## config.mk

```make
export PLATFORM = sky130hd
export DESIGN_NAME = hub_port_status_indicators
export DESIGN_NICKNAME = d
export VERILOG_FILES = /design/src/hub_status_pkg.sv /design/src/pin_filter_sync.sv /design/src/hub_port_status_indicators.sv
export SDC_FILE = /design/constraint.sdc
export NUM_CORES = 1
export LEC_CHECK = 0
export BUFFER_PORTS_ARGS = -buffer_cell sky130_fd_sc_hd__buf_2
export CORE_ASPECT_RATIO = 1.5
export CORE_MARGIN = 10
export CORE_UTILIZATION = 45
export CTS_BUF_LIST = sky130_fd_sc_hd__clkbuf_4
export DETAILED_ROUTE_END_ITERATION = 7
export PLACE_DENSITY = 0.79
export SLEW_MARGIN = 20
export SYNTH_ARGS = -nofsm -noshare
export SYNTH_HDL_FRONTEND = slang
export SYNTH_HIERARCHICAL = 1
export SYNTH_SLANG_ARGS = --single-unit
```

## constraint.sdc

```tcl
create_clock -name mclk -period 1.72 [get_ports mclk]
set_input_delay 0.086 -clock mclk [delete_from_list [all_inputs] [get_ports mclk]]
set_output_delay 0.086 -clock mclk [all_outputs]
set_load 0.005 [all_outputs]
```

## src/hub_status_pkg.sv

```systemverilog
// Shared constants and types for the hub status-indicator block
package hub_status_pkg;

  // ----------------------------------------------------------------
  // Port counts and synchroniser depth
  // ----------------------------------------------------------------
  localparam int NUM_DS_PORTS   = 6;
  localparam int NUM_HOST_PORTS = 2;
  localparam int SYNC_STAGES    = 3;

  // ----------------------------------------------------------------
  // Indicator drive levels
  // ----------------------------------------------------------------
  localparam logic LINK_RATE_LEGACY = 1'h0;
  localparam logic LINK_RATE_GEN1   = 1'h1;
  localparam logic CHARGE_DONE      = 1'h0;
  localparam logic CHARGE_WAIT      = 1'h1;
  localparam logic HOST_RATE_GEN1   = 1'h0;
  localparam logic HOST_RATE_LEGACY = 1'h1;
  localparam logic OPEN_DRAIN_LOW   = 1'h0;

  // ----------------------------------------------------------------
  // Reset values
  // ----------------------------------------------------------------
  localparam logic RESET_PIN_RST    = 1'h0;
  localparam logic SUSPEND_RST      = 1'h0;
  localparam logic STRAP_RST        = 1'h0;
  localparam logic SYNC_RST         = 1'h0;

  // ----------------------------------------------------------------
  // Sideband interface mode, selected by the device-mode strap
  // ----------------------------------------------------------------
  typedef enum logic {
    SB_TARGET,
    SB_BRIDGE
  } sideband_mode_t;

  localparam sideband_mode_t SB_MODE_RST = SB_TARGET;

endpackage : hub_status_pkg

```

## src/pin_filter_sync.sv

```systemverilog
// Three-stage pin synchroniser with two-stage agreement filter
`timescale 1ns/1ps
`default_nettype none

module pin_filter_sync
  import hub_status_pkg::*;
#(
  parameter int WIDTH = 1
) (
  input  wire logic             mclk,
  input  wire logic             sys_rst,
  input  wire logic [WIDTH-1:0] pinIn,
  output var  logic [WIDTH-1:0] pinStable
);

  // ----------------------------------------------------------------
  // Per-bit chain
  // ----------------------------------------------------------------
  // First stage feeds only the second; metastability must not spread
  genvar b;
  generate
    for (b = 0; b < WIDTH; b++) begin : g_bit
      logic [SYNC_STAGES-1:0] stage_reg;
      wire  logic             agree;

      assign agree = (stage_reg[1] == stage_reg[2]);

      always_ff @(posedge mclk) begin
        if (sys_rst) begin
          stage_reg    <= {SYNC_STAGES{SYNC_RST}};
          pinStable[b] <= SYNC_RST;
        end else begin
          stage_reg <= {stage_reg[SYNC_STAGES-2:0], pinIn[b]};
          if (agree) begin
            pinStable[b] <= stage_reg[2];
          end
        end
      end
    end
  endgenerate

endmodule : pin_filter_sync

`default_nettype wire

```

## src/hub_port_status_indicators.sv

```systemverilog
// Port status indicators, reset pin, strap latch and sideband pin steering
`timescale 1ns/1ps
`default_nettype none

// Behaviour
// - Port speed indicator floats unattached, low for legacy link, high for Gen 1.
// - Charge indicator floats when disabled, low after handshake, high before it.
// - Host speed indicator floats unconnected, low for Gen 1, high for legacy.
// - Suspend indicator output follows USB 2.0 suspend; host may use it for wakeup.
// - Hub stays in reset mode while the active-low reset pin is held low.
// - Sideband two-wire interface runs as target or bridge master per mode strap.
// - Straps sampled at power-on reset and each rising edge of reset pin.
module hub_port_status_indicators
  import hub_status_pkg::*;
(
  input  wire logic                      mclk,
  input  wire logic                      sys_rst,
  // Pins from the board
  input  wire logic                      resetPinN,
  input  wire logic                      deviceModeStrap,
  // Status from the hub core
  input  wire logic [NUM_DS_PORTS:1]     portAttached,
  input  wire logic [NUM_DS_PORTS:1]     portGen1Link,
  input  wire logic [NUM_DS_PORTS:1]     portChargeEnable,
  input  wire logic [NUM_DS_PORTS:1]     portChargeHandshake,
  input  wire logic [NUM_HOST_PORTS-1:0] hostConnected,
  input  wire logic [NUM_HOST_PORTS-1:0] hostGen1Link,
  input  wire logic                      usb2Suspended,
  // Indicator pins, three-state except the always-driven suspend flag
  output var  logic [NUM_DS_PORTS:1]     portLinkRateFlagOut,
  output var  logic [NUM_DS_PORTS:1]     portLinkRateFlagOe,
  output var  logic [NUM_DS_PORTS:1]     portChargeHandshakeFlagOut,
  output var  logic [NUM_DS_PORTS:1]     portChargeHandshakeFlagOe,
  output var  logic [NUM_HOST_PORTS-1:0] hostLinkRateFlagOut,
  output var  logic [NUM_HOST_PORTS-1:0] hostLinkRateFlagOe,
  output var  logic                      suspendWakeFlag,
  // Hub reset mode to the core
  output var  logic                      hubResetMode,
  // Sideband serial pins, open drain
  input  wire logic                      sidebandSerialClockIn,
  output var  logic                      sidebandSerialClockOut,
  output var  logic                      sidebandSerialClockOe,
  input  wire logic                      sidebandSerialLineIn,
  output var  logic                      sidebandSerialLineOut,
  output var  logic                      sidebandSerialLineOe,
  // Sideband engines
  input  wire logic                      targetClockPullLow,
  input  wire logic                      targetLinePullLow,
  input  wire logic                      bridgeClockPullLow,
  input  wire logic                      bridgeLinePullLow,
  output var  logic                      sidebandClockSync,
  output var  logic                      sidebandLineSync,
  output var  logic                      targetEnable,
  output var  logic                      bridgeEnable
);

  // ----------------------------------------------------------------
  // Pin synchronisers
  // ----------------------------------------------------------------
  wire logic [3:0] pinRaw;
  wire logic [3:0] pinStable;

  assign pinRaw = {sidebandSerialLineIn, sidebandSerialClockIn, deviceModeStrap, resetPinN};

  pin_filter_sync #(
    .WIDTH     (4)
  ) u_pin_sync (
    .mclk      (mclk),
    .sys_rst   (sys_rst),
    .pinIn     (pinRaw),
    .pinStable (pinStable)
  );

  wire logic resetPinStable;
  wire logic strapStable;

  assign resetPinStable    = pinStable[0];
  assign strapStable       = pinStable[1];
  assign sidebandClockSync = pinStable[2];
  assign sidebandLineSync  = pinStable[3];

  // ----------------------------------------------------------------
  // Reset pin and strap latch
  // ----------------------------------------------------------------
  // Filtered pin resets low, so the rise after power-on reset also
  // loads the straps: one path covers both sampling moments.
  logic           resetPinPrev_reg;
  sideband_mode_t sidebandMode_reg;
  sideband_mode_t sidebandMode_next;
  wire  logic     resetPinRise;

  assign resetPinRise      = resetPinStable & ~resetPinPrev_reg;
  assign sidebandMode_next = resetPinRise
                             ? (strapStable ? SB_BRIDGE : SB_TARGET)
                             : sidebandMode_reg;

  always_ff @(posedge mclk) begin
    if (sys_rst) begin
      resetPinPrev_reg <= RESET_PIN_RST;
      sidebandMode_reg <= SB_MODE_RST;
    end else begin
      resetPinPrev_reg <= resetPinStable;
      sidebandMode_reg <= sidebandMode_next;
    end
  end

  // Reset mode holds the whole time the filtered pin stays low
  assign hubResetMode = ~resetPinPrev_reg;

  // ----------------------------------------------------------------
  // Downstream port indicators
  // ----------------------------------------------------------------
  // Indicators float while in reset mode: no link state is valid then
  genvar p;
  generate
    for (p = 1; p <= NUM_DS_PORTS; p++) begin : g_ds
      wire logic rateOe_next;
      wire logic rateOut_next;
      wire logic chargeOe_next;
      wire logic chargeOut_next;

      assign rateOe_next    = portAttached[p] & ~hubResetMode;
      assign rateOut_next   = portGen1Link[p] ? LINK_RATE_GEN1 : LINK_RATE_LEGACY;
      assign chargeOe_next  = portChargeEnable[p] & ~hubResetMode;
      assign chargeOut_next = portChargeHandshake[p] ? CHARGE_DONE : CHARGE_WAIT;

      always_ff @(posedge mclk) begin
        if (sys_rst) begin
          portLinkRateFlagOe[p]         <= 1'h0;
          portLinkRateFlagOut[p]        <= LINK_RATE_LEGACY;
          portChargeHandshakeFlagOe[p]  <= 1'h0;
          portChargeHandshakeFlagOut[p] <= CHARGE_WAIT;
        end else begin
          portLinkRateFlagOe[p]         <= rateOe_next;
          portLinkRateFlagOut[p]        <= rateOut_next;
          portChargeHandshakeFlagOe[p]  <= chargeOe_next;
          portChargeHandshakeFlagOut[p] <= chargeOut_next;
        end
      end
    end
  endgenerate

  // ----------------------------------------------------------------
  // Host port indicators
  // ----------------------------------------------------------------
  // Encoding is inverted against the downstream speed indicator
  genvar h;
  generate
    for (h = 0; h < NUM_HOST_PORTS; h++) begin : g_host
      wire logic hostOe_next;
      wire logic hostOut_next;

      assign hostOe_next  = hostConnected[h] & ~hubResetMode;
      assign hostOut_next = hostGen1Link[h] ? HOST_RATE_GEN1 : HOST_RATE_LEGACY;

      always_ff @(posedge mclk) begin
        if (sys_rst) begin
          hostLinkRateFlagOe[h]  <= 1'h0;
          hostLinkRateFlagOut[h] <= HOST_RATE_LEGACY;
        end else begin
          hostLinkRateFlagOe[h]  <= hostOe_next;
          hostLinkRateFlagOut[h] <= hostOut_next;
        end
      end
    end
  endgenerate

  // ----------------------------------------------------------------
  // Suspend indicator
  // ----------------------------------------------------------------
  wire logic suspendWake_next;

  assign suspendWake_next = usb2Suspended & ~hubResetMode;

  always_ff @(posedge mclk) begin
    if (sys_rst) begin
      suspendWakeFlag <= SUSPEND_RST;
    end else begin
      suspendWakeFlag <= suspendWake_next;
    end
  end

  // ----------------------------------------------------------------
  // Sideband pin steering
  // ----------------------------------------------------------------
  // Only the engine picked by the strap may pull the lines; the other
  // is held disabled so two masters never fight on the wire.
  wire logic targetSel;
  wire logic bridgeSel;
  wire logic clockPull_next;
  wire logic linePull_next;

  assign targetSel = (sidebandMode_reg == SB_TARGET) & ~hubResetMode;
  assign bridgeSel = (sidebandMode_reg == SB_BRIDGE) & ~hubResetMode;

  assign clockPull_next = (targetSel & targetClockPullLow)
                        | (bridgeSel & bridgeClockPullLow);
  assign linePull_next  = (targetSel & targetLinePullLow)
                        | (bridgeSel & bridgeLinePullLow);

  always_ff @(posedge mclk) begin
    if (sys_rst) begin
      sidebandSerialClockOe <= 1'h0;
      sidebandSerialLineOe  <= 1'h0;
      targetEnable          <= 1'h0;
      bridgeEnable          <= 1'h0;
    end else begin
      sidebandSerialClockOe <= clockPull_next;
      sidebandSerialLineOe  <= linePull_next;
      targetEnable          <= targetSel;
      bridgeEnable          <= bridgeSel;
    end
  end

  // Open drain: level is always low, the enable does the work
  assign sidebandSerialClockOut = OPEN_DRAIN_LOW;
  assign sidebandSerialLineOut  = OPEN_DRAIN_LOW;

endmodule : hub_port_status_indicators

`default_nettype wire

```

==> reports/metrics.cfg, run 1 <==
[timing]
slew_headroom=0.622
slew_violations=0
finalClockSkew_ns=0.00807
setup_viol=0
tightest_slew_ns=0.567
finalCriticalPeriod_ns=1.41
fin_crit_sh=0.817
final_hold_viol_count=0
timing.fmax_ghz=0.711
hold_slack_ns=0.211
rsz0062_at_grt=false
final.setup.tns_ns=0

[setup_path]
worst-endpoint-arrival_ns=1.66
timing.rr.end=sidebandSerialLineOe
worstPathRequired_ns=1.98
critPathBufInv=1
worstReg2RegStart=sidebandMode_reg
crit_chain=mux2i_1 -> dlygate4sd3_1 -> nor2_1
r2r_slack_ns=0.31
critPathCaptureType=flop
max_stage_delay_ns=0.57
worstRegToRegCells=3
cp_top_family=buffers and inverters
cp.depth=3
crit_fanout=5
cp-start-kind=flop
slowest_stage=dlygate4sd3_1
path_class=flop to flop

[synth]
ys_types=20
ys_ff_latch=51
synth_area_per_cell_sq_um=12.3
synthCells=124
ys_top_cells_by_area=dfxtp_1 67%, and2_4 5.7%, nand2b_1 4.1%
ys_seq_area_frac=0.668
synth_area_sq_um=1530
synth_top_area_share=0.668
ys_warn_count=6
synth-main-ff-cell=dfxtp_1
synthTopCellsByCount=51 x dfxtp_1, 10 x and2_4, 10 x nand2b_1
synth_edf_count=0
synth_most_common_cell=dfxtp_1
async_reset_ff_frac=0
netlist.top_cell.by_area=dfxtp_1

[drt]
routed_wl_um=3670
vias=1182
dr.first_iter.drc_count=21
ant_nets=0
routedWlPerCell_um=13.2
firstDrtPassIters=3
drcViolationCount=0
viasPerCell=4.25

[global_route]
grt_remaining_overflow=0
grt_busiest_layer=met2
grt_max_degree=36
grtUsageTotal=0.122
gr-usage-met1=0.122
grt_pass1_wl_um=5910
antenna_found_initial=0
grt_pass1_vias=1212
use_met2=0.207
use_met3=0.0652

[cts]
cts_buffers=5
tritoncts=built
cts_resized=0
cts_buffer_depth=2
clock_latency_ns=0.35
cts_htree_levels=2
clk_pin_slew_worst_paths_ns=0.13
post-cts-setup-buffer-count=0
clock-sinks=51
cts_root_buf=clkbuf_4

[die]
start_util=0.475
core-area_sq_um=3220
die_w_um=67.6
rows=25
die_area_sq_um=6180
die_y_um=91.4
io_pins=77

[layout]
drive_gt1_frac=0.424
finalNetCount=277
n_antenna_cell=0
layout.cells.non_filler=278
largest_reg_flops=12
syn_to_final_growth_pct=52.2
fin_util=0.722

[placed_design]
portBuffers=74
gp_congestion=0.710
dpl.hpwl_um=2420
dp_cells=234

[hold_path]
min_from=sys_rst
holdPathEnd=u_pin_sync/g_bit[3].stage_reg[0]
hp-class=primary input to flop
holdPathStages=2

[power]
power_density_nw_per_um2=798
vdd_drop_max_mv=0.627
power.leakage_uw=0.00111

[outcome]
status=completed

[flow_run]
maxCapViolations=0

==> placed cells by master, fill, tap and decap left out <==
cell type,instances
clkbuf_4,5
nand2b_1,10
clkinv_2,1
nor2b_1,7
and2b_2,6
and2b_1,3
inv_1,1
clkinv_1,1
nor2b_2,4
and2_4,10
nand4bb_1,1
conb_1,2
and2_1,6
dfxtp_1,51
buf_2,74
mux2i_1,2
nor2b_4,1
nand2_1,4
dlygate4sd3_1,37
o21ai_0,5
a21oi_1,4
nor2_1,3
==> timing repair <==
| action | CTS | global route |
|---|---|---|
| hold endpoints to repair | 35 | 0 |
| hold buffers | 37 | 0 |
| endpoints found under the setup margin | 0 | 0 |
==> report_power, final <==
group	total [uW]	internal (uW)	switching, uW
clock network	470	146	324
logic	169	116	52.8
registers	1220	1210	7.74
total	1860	1470	385
==> cell families (layout without fill, tap and decap cells) <==
| group | count (synthesis) | after routing | synth area share |
|---|---|---|---|
| AOI/OAI and AO/OA | 9 | 9 | 0.0295 |
| buffers and inverters | 6 | 119 | 0.0303 |
| DFF | 51 | 51 | 0.668 |
| muxes | 2 | 2 | 0.0131 |
| other | 1 | 2 | 0.00245 |
| and+or+nand+nor | 55 | 55 | 0.257 |
==> worst max-delay path by stage <==
| stage | start | to | slack (ns) |
|---|---|---|---|
| after detailed placement | sys_rst | portLinkRateFlagOe[1] | 0.69 |
| after global placement | sys_rst | hostLinkRateFlagOe[0] | 0.70 |
| final | sidebandMode_reg | sidebandSerialLineOe | 0.31 |
| after global routing | sidebandMode_reg | sidebandSerialClockOe | 0.25 |
| after floorplan | resetPinPrev_reg | portChargeHandshakeFlagOe[1] | 0.86 |
| after CTS | sidebandMode_reg | sidebandSerialClockOe | 0.34 |
==> layer usage <==
| layer | up-vias | routed length, um |
|---|---|---|
| met5 | - | 0 |
| met4 | 0 | 47 |
| met3 | 5 | 500 |
| met2 | 57 | 1840 |
| met1 | 518 | 1280 |
| li1 | 602 | - |
==> worst register-to-register path, cell delays in order (launching register included) <==
cell	delay (ns)
dfxtp_1	0.46
mux2i_1	0.25
dlygate4sd3_1	0.57
nor2_1	0.04
==> per-stage QoR <==
stage	instance area, sq um	total power [uW]	setup WS [ns]
final	2330	1860	0.314
after global routing	2330	1950	0.253
after CTS	2330	1870	0.341
after detailed placement	1910	1350	0.688
after global placement	1910	1340	0.701
after floorplan	1530	1280	0.865
==> layout make-up <==
class / count / area, sq um
clock buffers: 5 / 37.5
fillers: 220 / 895
clock inverters: 2 / 8.76
flip-flops and latches: 51 / 1020
repair buffers: 111 / 741
multi-input cells: 68 / 465
well taps: 40 / 50.0
inverters: 1 / 3.75
(Power assumes the default switching activity.)
==> run 2: changes to the inputs <==
==> constraint.sdc (replaced) <==
create_clock -name mclk -period 1.4 [get_ports mclk]
set_input_delay 0.07 -clock mclk [delete_from_list [all_inputs] [get_ports mclk]]
set_output_delay 0.07 -clock mclk [all_outputs]
set_load 0.005 [all_outputs]
==> run 2 against run 1 <==
  * Wire length down 0.19%
  * Cell area stayed put
  * Sequential share of layout area up 0.054 points
  * Sequential power rose by 23%
  * Largest power group unchanged
  * Highest routed layer unchanged
==> reports/metrics.cfg, run 2 (same netlist as run 1, synthesis figures left out) <==
[global_route]
grt_remaining_overflow=0
grtUsageTotal=0.121
grt_pass1_vias=1285
grt_pass1_wl_um=5910
antenna_found_initial=0
grt_max_degree=36

[power]
power.leakage_uw=0.00111
power_frac_seq=0.656
switching_share=0.198
p_total_uw=2280
power_density_nw_per_um2=980
power.switching_uw=451
pwr-share-clk=0.253
vdd_drop_max_mv=0.736
p_comb_frac=0.090
p_int_uw=1830

[drt]
vias=1182
routedWlPerCell_um=13.2
routed_wl_um=3660
firstDrtPassIters=3
drcViolationCount=0
ant_nets=0
viasPerCell=4.27
dr.first_iter.drc_count=29

[setup_path]
cp-start-kind=flop
timing.rr.end=sidebandSerialClockOe
r2r_slack_ns=0.07
worstPathRequired_ns=1.66
crit_fanout=5
worstRegToRegCells=3
worstReg2RegStart=sidebandMode_reg
path_class=flop to flop
critPathCaptureType=flop
worst-endpoint-arrival_ns=1.58

[cts]
clock-sinks=51
cts_buffers=5
cts_buffer_depth=2
post-cts-setup-buffer-count=0
cts_htree_levels=2
cts_root_buf=clkbuf_4
clk_pin_slew_worst_paths_ns=0.12
tritoncts=built
clock_latency_ns=0.34

[hold_path]
holdPathStages=2
holdPathEnd=u_pin_sync/g_bit[3].stage_reg[1]
min_from=sys_rst
hp-class=primary input to flop

[placed_design]
gp_congestion=0.700
dp_worst_setup_slack_ns=0.365
dpl.hpwl_um=2460
portBuffers=74

[timing]
setup_viol=0
setup_slack_ns=0.0739
finalClockSkew_ns=0.00431
tightest_slew_ns=0.546
rsz0062_at_grt=false
finalCriticalPeriod_ns=1.33
final.setup.tns_ns=0
slew_violations=0
fin_crit_sh=0.947
final_hold_viol_count=0
slew_headroom=0.636
timing.fmax_ghz=0.754

[layout]
syn_to_final_growth_pct=52.2
layout_common_cells=74 x buf_2, 50 x dfxtp_1, 37 x dlygate4sd3_1, 10 x nand2b_1, 10 x and2_4
drive_gt1_frac=0.430
largest_reg_flops=12
mostFrequentLayoutCell=buf_2
fillerInstances=246
fin_util=0.722
finalNetCount=277
n_antenna_cell=0

[die]
io_pins=77
rows=25
die_area_sq_um=6180
die_y_um=91.4
start_util=0.475
core-area_sq_um=3220
die_w_um=67.6

[flow_run]
maxCapViolations=0

[outcome]
status=completed

[run 2: changes by cell type in the layout (fill, tap and decap cells not counted)]
cell	previous run	this run
clkbuf_4	5	6
clkinv_1	1	0
clkinv_2	1	0
dfxtp_1	51	50
dfxtp_2	0	1
[run 2: worst max-delay path, cell delays in order (launching register included)]
cell           delay (ns)
dfxtp_2              0.40
mux2i_1              0.22
dlygate4sd3_1        0.58
nor2_1               0.04
[run 2: what timing repair did]
item | in CTS | in global routing
hold buffers | 37 | 0
setup endpoints to repair | 0 | 2
endpoints found under the hold margin | 35 | 0
gates resized for setup | 0 | 1
[run 2: layout make-up]
class,instances,area [sq um],area share
multi-input cells,68,465,0.200
repair buffers,111,741,0.318
inverters,1,3.75,0.00161
flip-flops and latches,51,1020,0.439
well taps,40,50.0,0.0215
clock buffers,6,45.0,0.0194
[run 2: worst max-delay path by stage]
stage	start	endpoint	slack [ns]	cells past startpoint
final	sidebandMode_reg	sidebandSerialClockOe	0.07	3
after global routing	sidebandMode_reg	sidebandSerialClockOe	0.02	3
after CTS	sidebandMode_reg	sidebandSerialClockOe	0.06	3
after detailed placement	sys_rst	portChargeHandshakeFlagOe[4]	0.36	3
after global placement	resetPinPrev_reg	portChargeHandshakeFlagOe[2]	0.37	2
after floorplan	resetPinPrev_reg	portChargeHandshakeFlagOe[1]	0.54	3
[run 2: power groups by stage]
stage          Combinational [uW]  Clock, uW  Sequential, uW
6_report                      206        577            1500
5_1_grt                       226        674            1500
4_1_cts                       206        607            1500
3_5_place_dp                  125          0            1530
3_3_place_gp                  123          0            1530
2_1_floorplan                46.1          0            1530
[run 2: per-layer routing]
layer | track usage | wire, um | vias up
li1 | - | - | 605
met1 | 0.112 | 1240 | 514
met2 | 0.211 | 1820 | 57
met3 | 0.0677 | 548 | 6
met4 | 0.0412 | 49 | 0
met5 | 0 | 0 | -
[run 2: stage by stage]
| step | area, sq um | hold WS, ns | std cells |
|---|---|---|---|
| finish | 2330 | 0.190 | 277 |
| global placement | 1910 | 0.241 | 234 |
| CTS | 2330 | 0.180 | 277 |
| global route | 2330 | 0.209 | 277 |
| detailed placement | 1910 | 0.244 | 234 |
| floorplan | 1530 | 0.142 | 125 |
==> run 3: changes to the inputs <==
--- a/config.mk
+++ b/config.mk
@@ -5,8 +5,9 @@
 export SDC_FILE = /design/constraint.sdc
 export NUM_CORES = 1
 export LEC_CHECK = 0
+export ABC_AREA = 1
 export BUFFER_PORTS_ARGS = -buffer_cell sky130_fd_sc_hd__buf_2
-export CORE_ASPECT_RATIO = 1.5
+export CORE_ASPECT_RATIO = 1.2
 export CORE_MARGIN = 10
 export CORE_UTILIZATION = 45
 export CTS_BUF_LIST = sky130_fd_sc_hd__clkbuf_4
==> run 3 against run 2 <==
  * Global-route usage rose by 0.90 points
  * Critical path type unchanged
  * Cell count grew 14%
  * Via count up 12%
  * Largest cell class unchanged
==> reports/metrics.cfg, run 3 <==
[global_route]
use_met2=0.220
antenna_found_initial=0
grt_busiest_layer=met2
grt_remaining_overflow=0
use_met3=0.0554
grtUsageTotal=0.130
grt_pass1_wl_um=6420
grt_pass1_vias=1398
gr-usage-met1=0.133
grt_max_degree=17

[drt]
drcViolationCount=0
routed_wl_um=3730
routedWlPerCell_um=11.8
dr.first_iter.drc_count=52
viasPerCell=4.19
firstDrtPassIters=4
vias=1329
ant_nets=0

[synth]
ys_seq_area_frac=0.656
synthSimpleGateAreaFrac=0.191
netlist.top_cell.by_area=dfxtp_1
synthMuxAreaShare=0
ys_types=14
synth_compound_area_frac=0.0289
synth_top_area_share=0.656
ys_warn_count=6
synth_xor_area_frac=0
synth_area_sq_um=1560
synth_top_family_by_area=simple AND/OR/NAND/NOR gates
ys_ff_latch=51
async_reset_ff_frac=0
synth_area_per_cell_sq_um=9.32
synth-main-ff-cell=dfxtp_1
synth_most_common_cell=dfxtp_1
synth_edf_count=0
ys_top_cells_by_area=dfxtp_1 66%, nor2_1 9.9%, nand2_1 6.3%
synthTopCellsByCount=51 x dfxtp_1, 41 x nor2_1, 26 x nand2_1
synthAdderAreaFrac=0
synthCells=167

[cts]
post-cts-setup-buffer-count=0
clock_latency_ns=0.35
cts_htree_levels=2
cts_root_buf=clkbuf_4
cts_buffers=5
tritoncts=built
cts_buffer_depth=2
clk_pin_slew_worst_paths_ns=0.12
clock-sinks=51

[placed_design]
dpl.hpwl_um=2560
place_area_sq_um=1910
gp_congestion=0.701
portBuffers=74

[layout]
fin_util=0.696
drive_gt1_frac=0.318
syn_to_final_growth_pct=49.4
final_cell_area_sq_um=2320
largest_reg_flops=12
layout_common_cells=74 x buf_2, 50 x dfxtp_1, 41 x nor2_1, 37 x dlygate4sd3_1, 26 x nand2_1
mostFrequentLayoutCell=buf_2
finalNetCount=320
n_antenna_cell=0

[timing]
final.setup.tns_ns=0
hold_slack_ns=0.0753
final_hold_viol_count=0
finalCriticalPeriod_ns=1.28
fin_crit_sh=0.913
rsz0062_at_grt=false
setup_viol=0
finalClockSkew_ns=0.00593
timing.fmax_ghz=0.782
slew_violations=0

[die]
rows=23
die_area_sq_um=6220
io_pins=77
start_util=0.466
die_w_um=73.7
core-area_sq_um=3340
die_y_um=84.4

[setup_path]
critPathCaptureType=flop
path_class=flop to flop
slowest_stage=dlygate4sd3_1
worstPathRequired_ns=1.65
worstReg2RegStart=sidebandMode_reg
crit_fanout=5
max_stage_delay_ns=0.54
crit_chain=inv_1 -> nand3_1 -> nand2_1 -> dlygate4sd3_1
cp-start-kind=flop
worst-endpoint-arrival_ns=1.53
crit_start=sidebandMode_reg
cp_top_family=buffers and inverters
critPathBufInv=2

[outcome]
status=completed

[power]
vdd_drop_max_mv=0.859
power.leakage_uw=0.00118
power_density_nw_per_um2=986

[hold_path]
min_from=sys_rst
hp-class=primary input to flop

[flow_run]
maxCapViolations=0

## run 3: through the flow
step / worst slack [ns] / std cells / power [uW]
after floorplan: 0.651 / 168 / 1590
after global placement: 0.590 / 274 / 1660
after detailed placement: 0.551 / 274 / 1660
after CTS: 0.0937 / 317 / 2330
after global routing: 0.00153 / 317 / 2430
final: 0.121 / 317 / 2290
## run 3: logic make-up (layout without fill, tap and decap cells)
logic type | Yosys count | after routing
AND/OR/NAND/NOR | 73 | 73
flip-flops | 51 | 51
buffers and inverters | 33 | 145
AO/OA/AOI/OAI | 9 | 9
other | 1 | 2
## run 3: final timing paths
| path | to | slack, ns | depth (start not counted) |
|---|---|---|---|
| worst min-delay path | u_pin_sync/g_bit[1].stage_reg[1] | 0.08 | 2 |
| worst max register to register | sidebandSerialLineOe | 0.12 | 4 |
| worst min register to register | u_pin_sync/g_bit[3].stage_reg[1] | 0.41 | 2 |
| worst max-delay path | sidebandSerialLineOe | 0.12 | 4 |
## run 3: final cells by class
cell class,count,area [sq um]
clock buffer,6,45.0
fill,272,1010
multi-input combinational,84,349
inverter,25,98.8
sequential,51,1020
timing repair buffer,114,763
tap,37,46.3
## run 3: power by group
group          leakage (uW)  total [uW]  switching (uW)  internal [uW]
combinational      0.000732         210            78.4            131
sequential         0.000417        1500            10.1           1490
clock             0.0000276         585             386            199
total               0.00118        2290             474           1820
## run 3: layer usage
layer,vias to the layer above,wire length (um)
met5,-,0
met2,52,1850
met3,7,328
li1,708,-
met4,0,94
met1,562,1470
## run 3: what timing repair did
| action | CTS | global route |
|---|---|---|
| gates resized for setup | 0 | 1 |
| endpoints found under the setup margin | 0 | 1 |
| endpoints found under the hold margin | 35 | 0 |
| hold buffers | 37 | 0 |
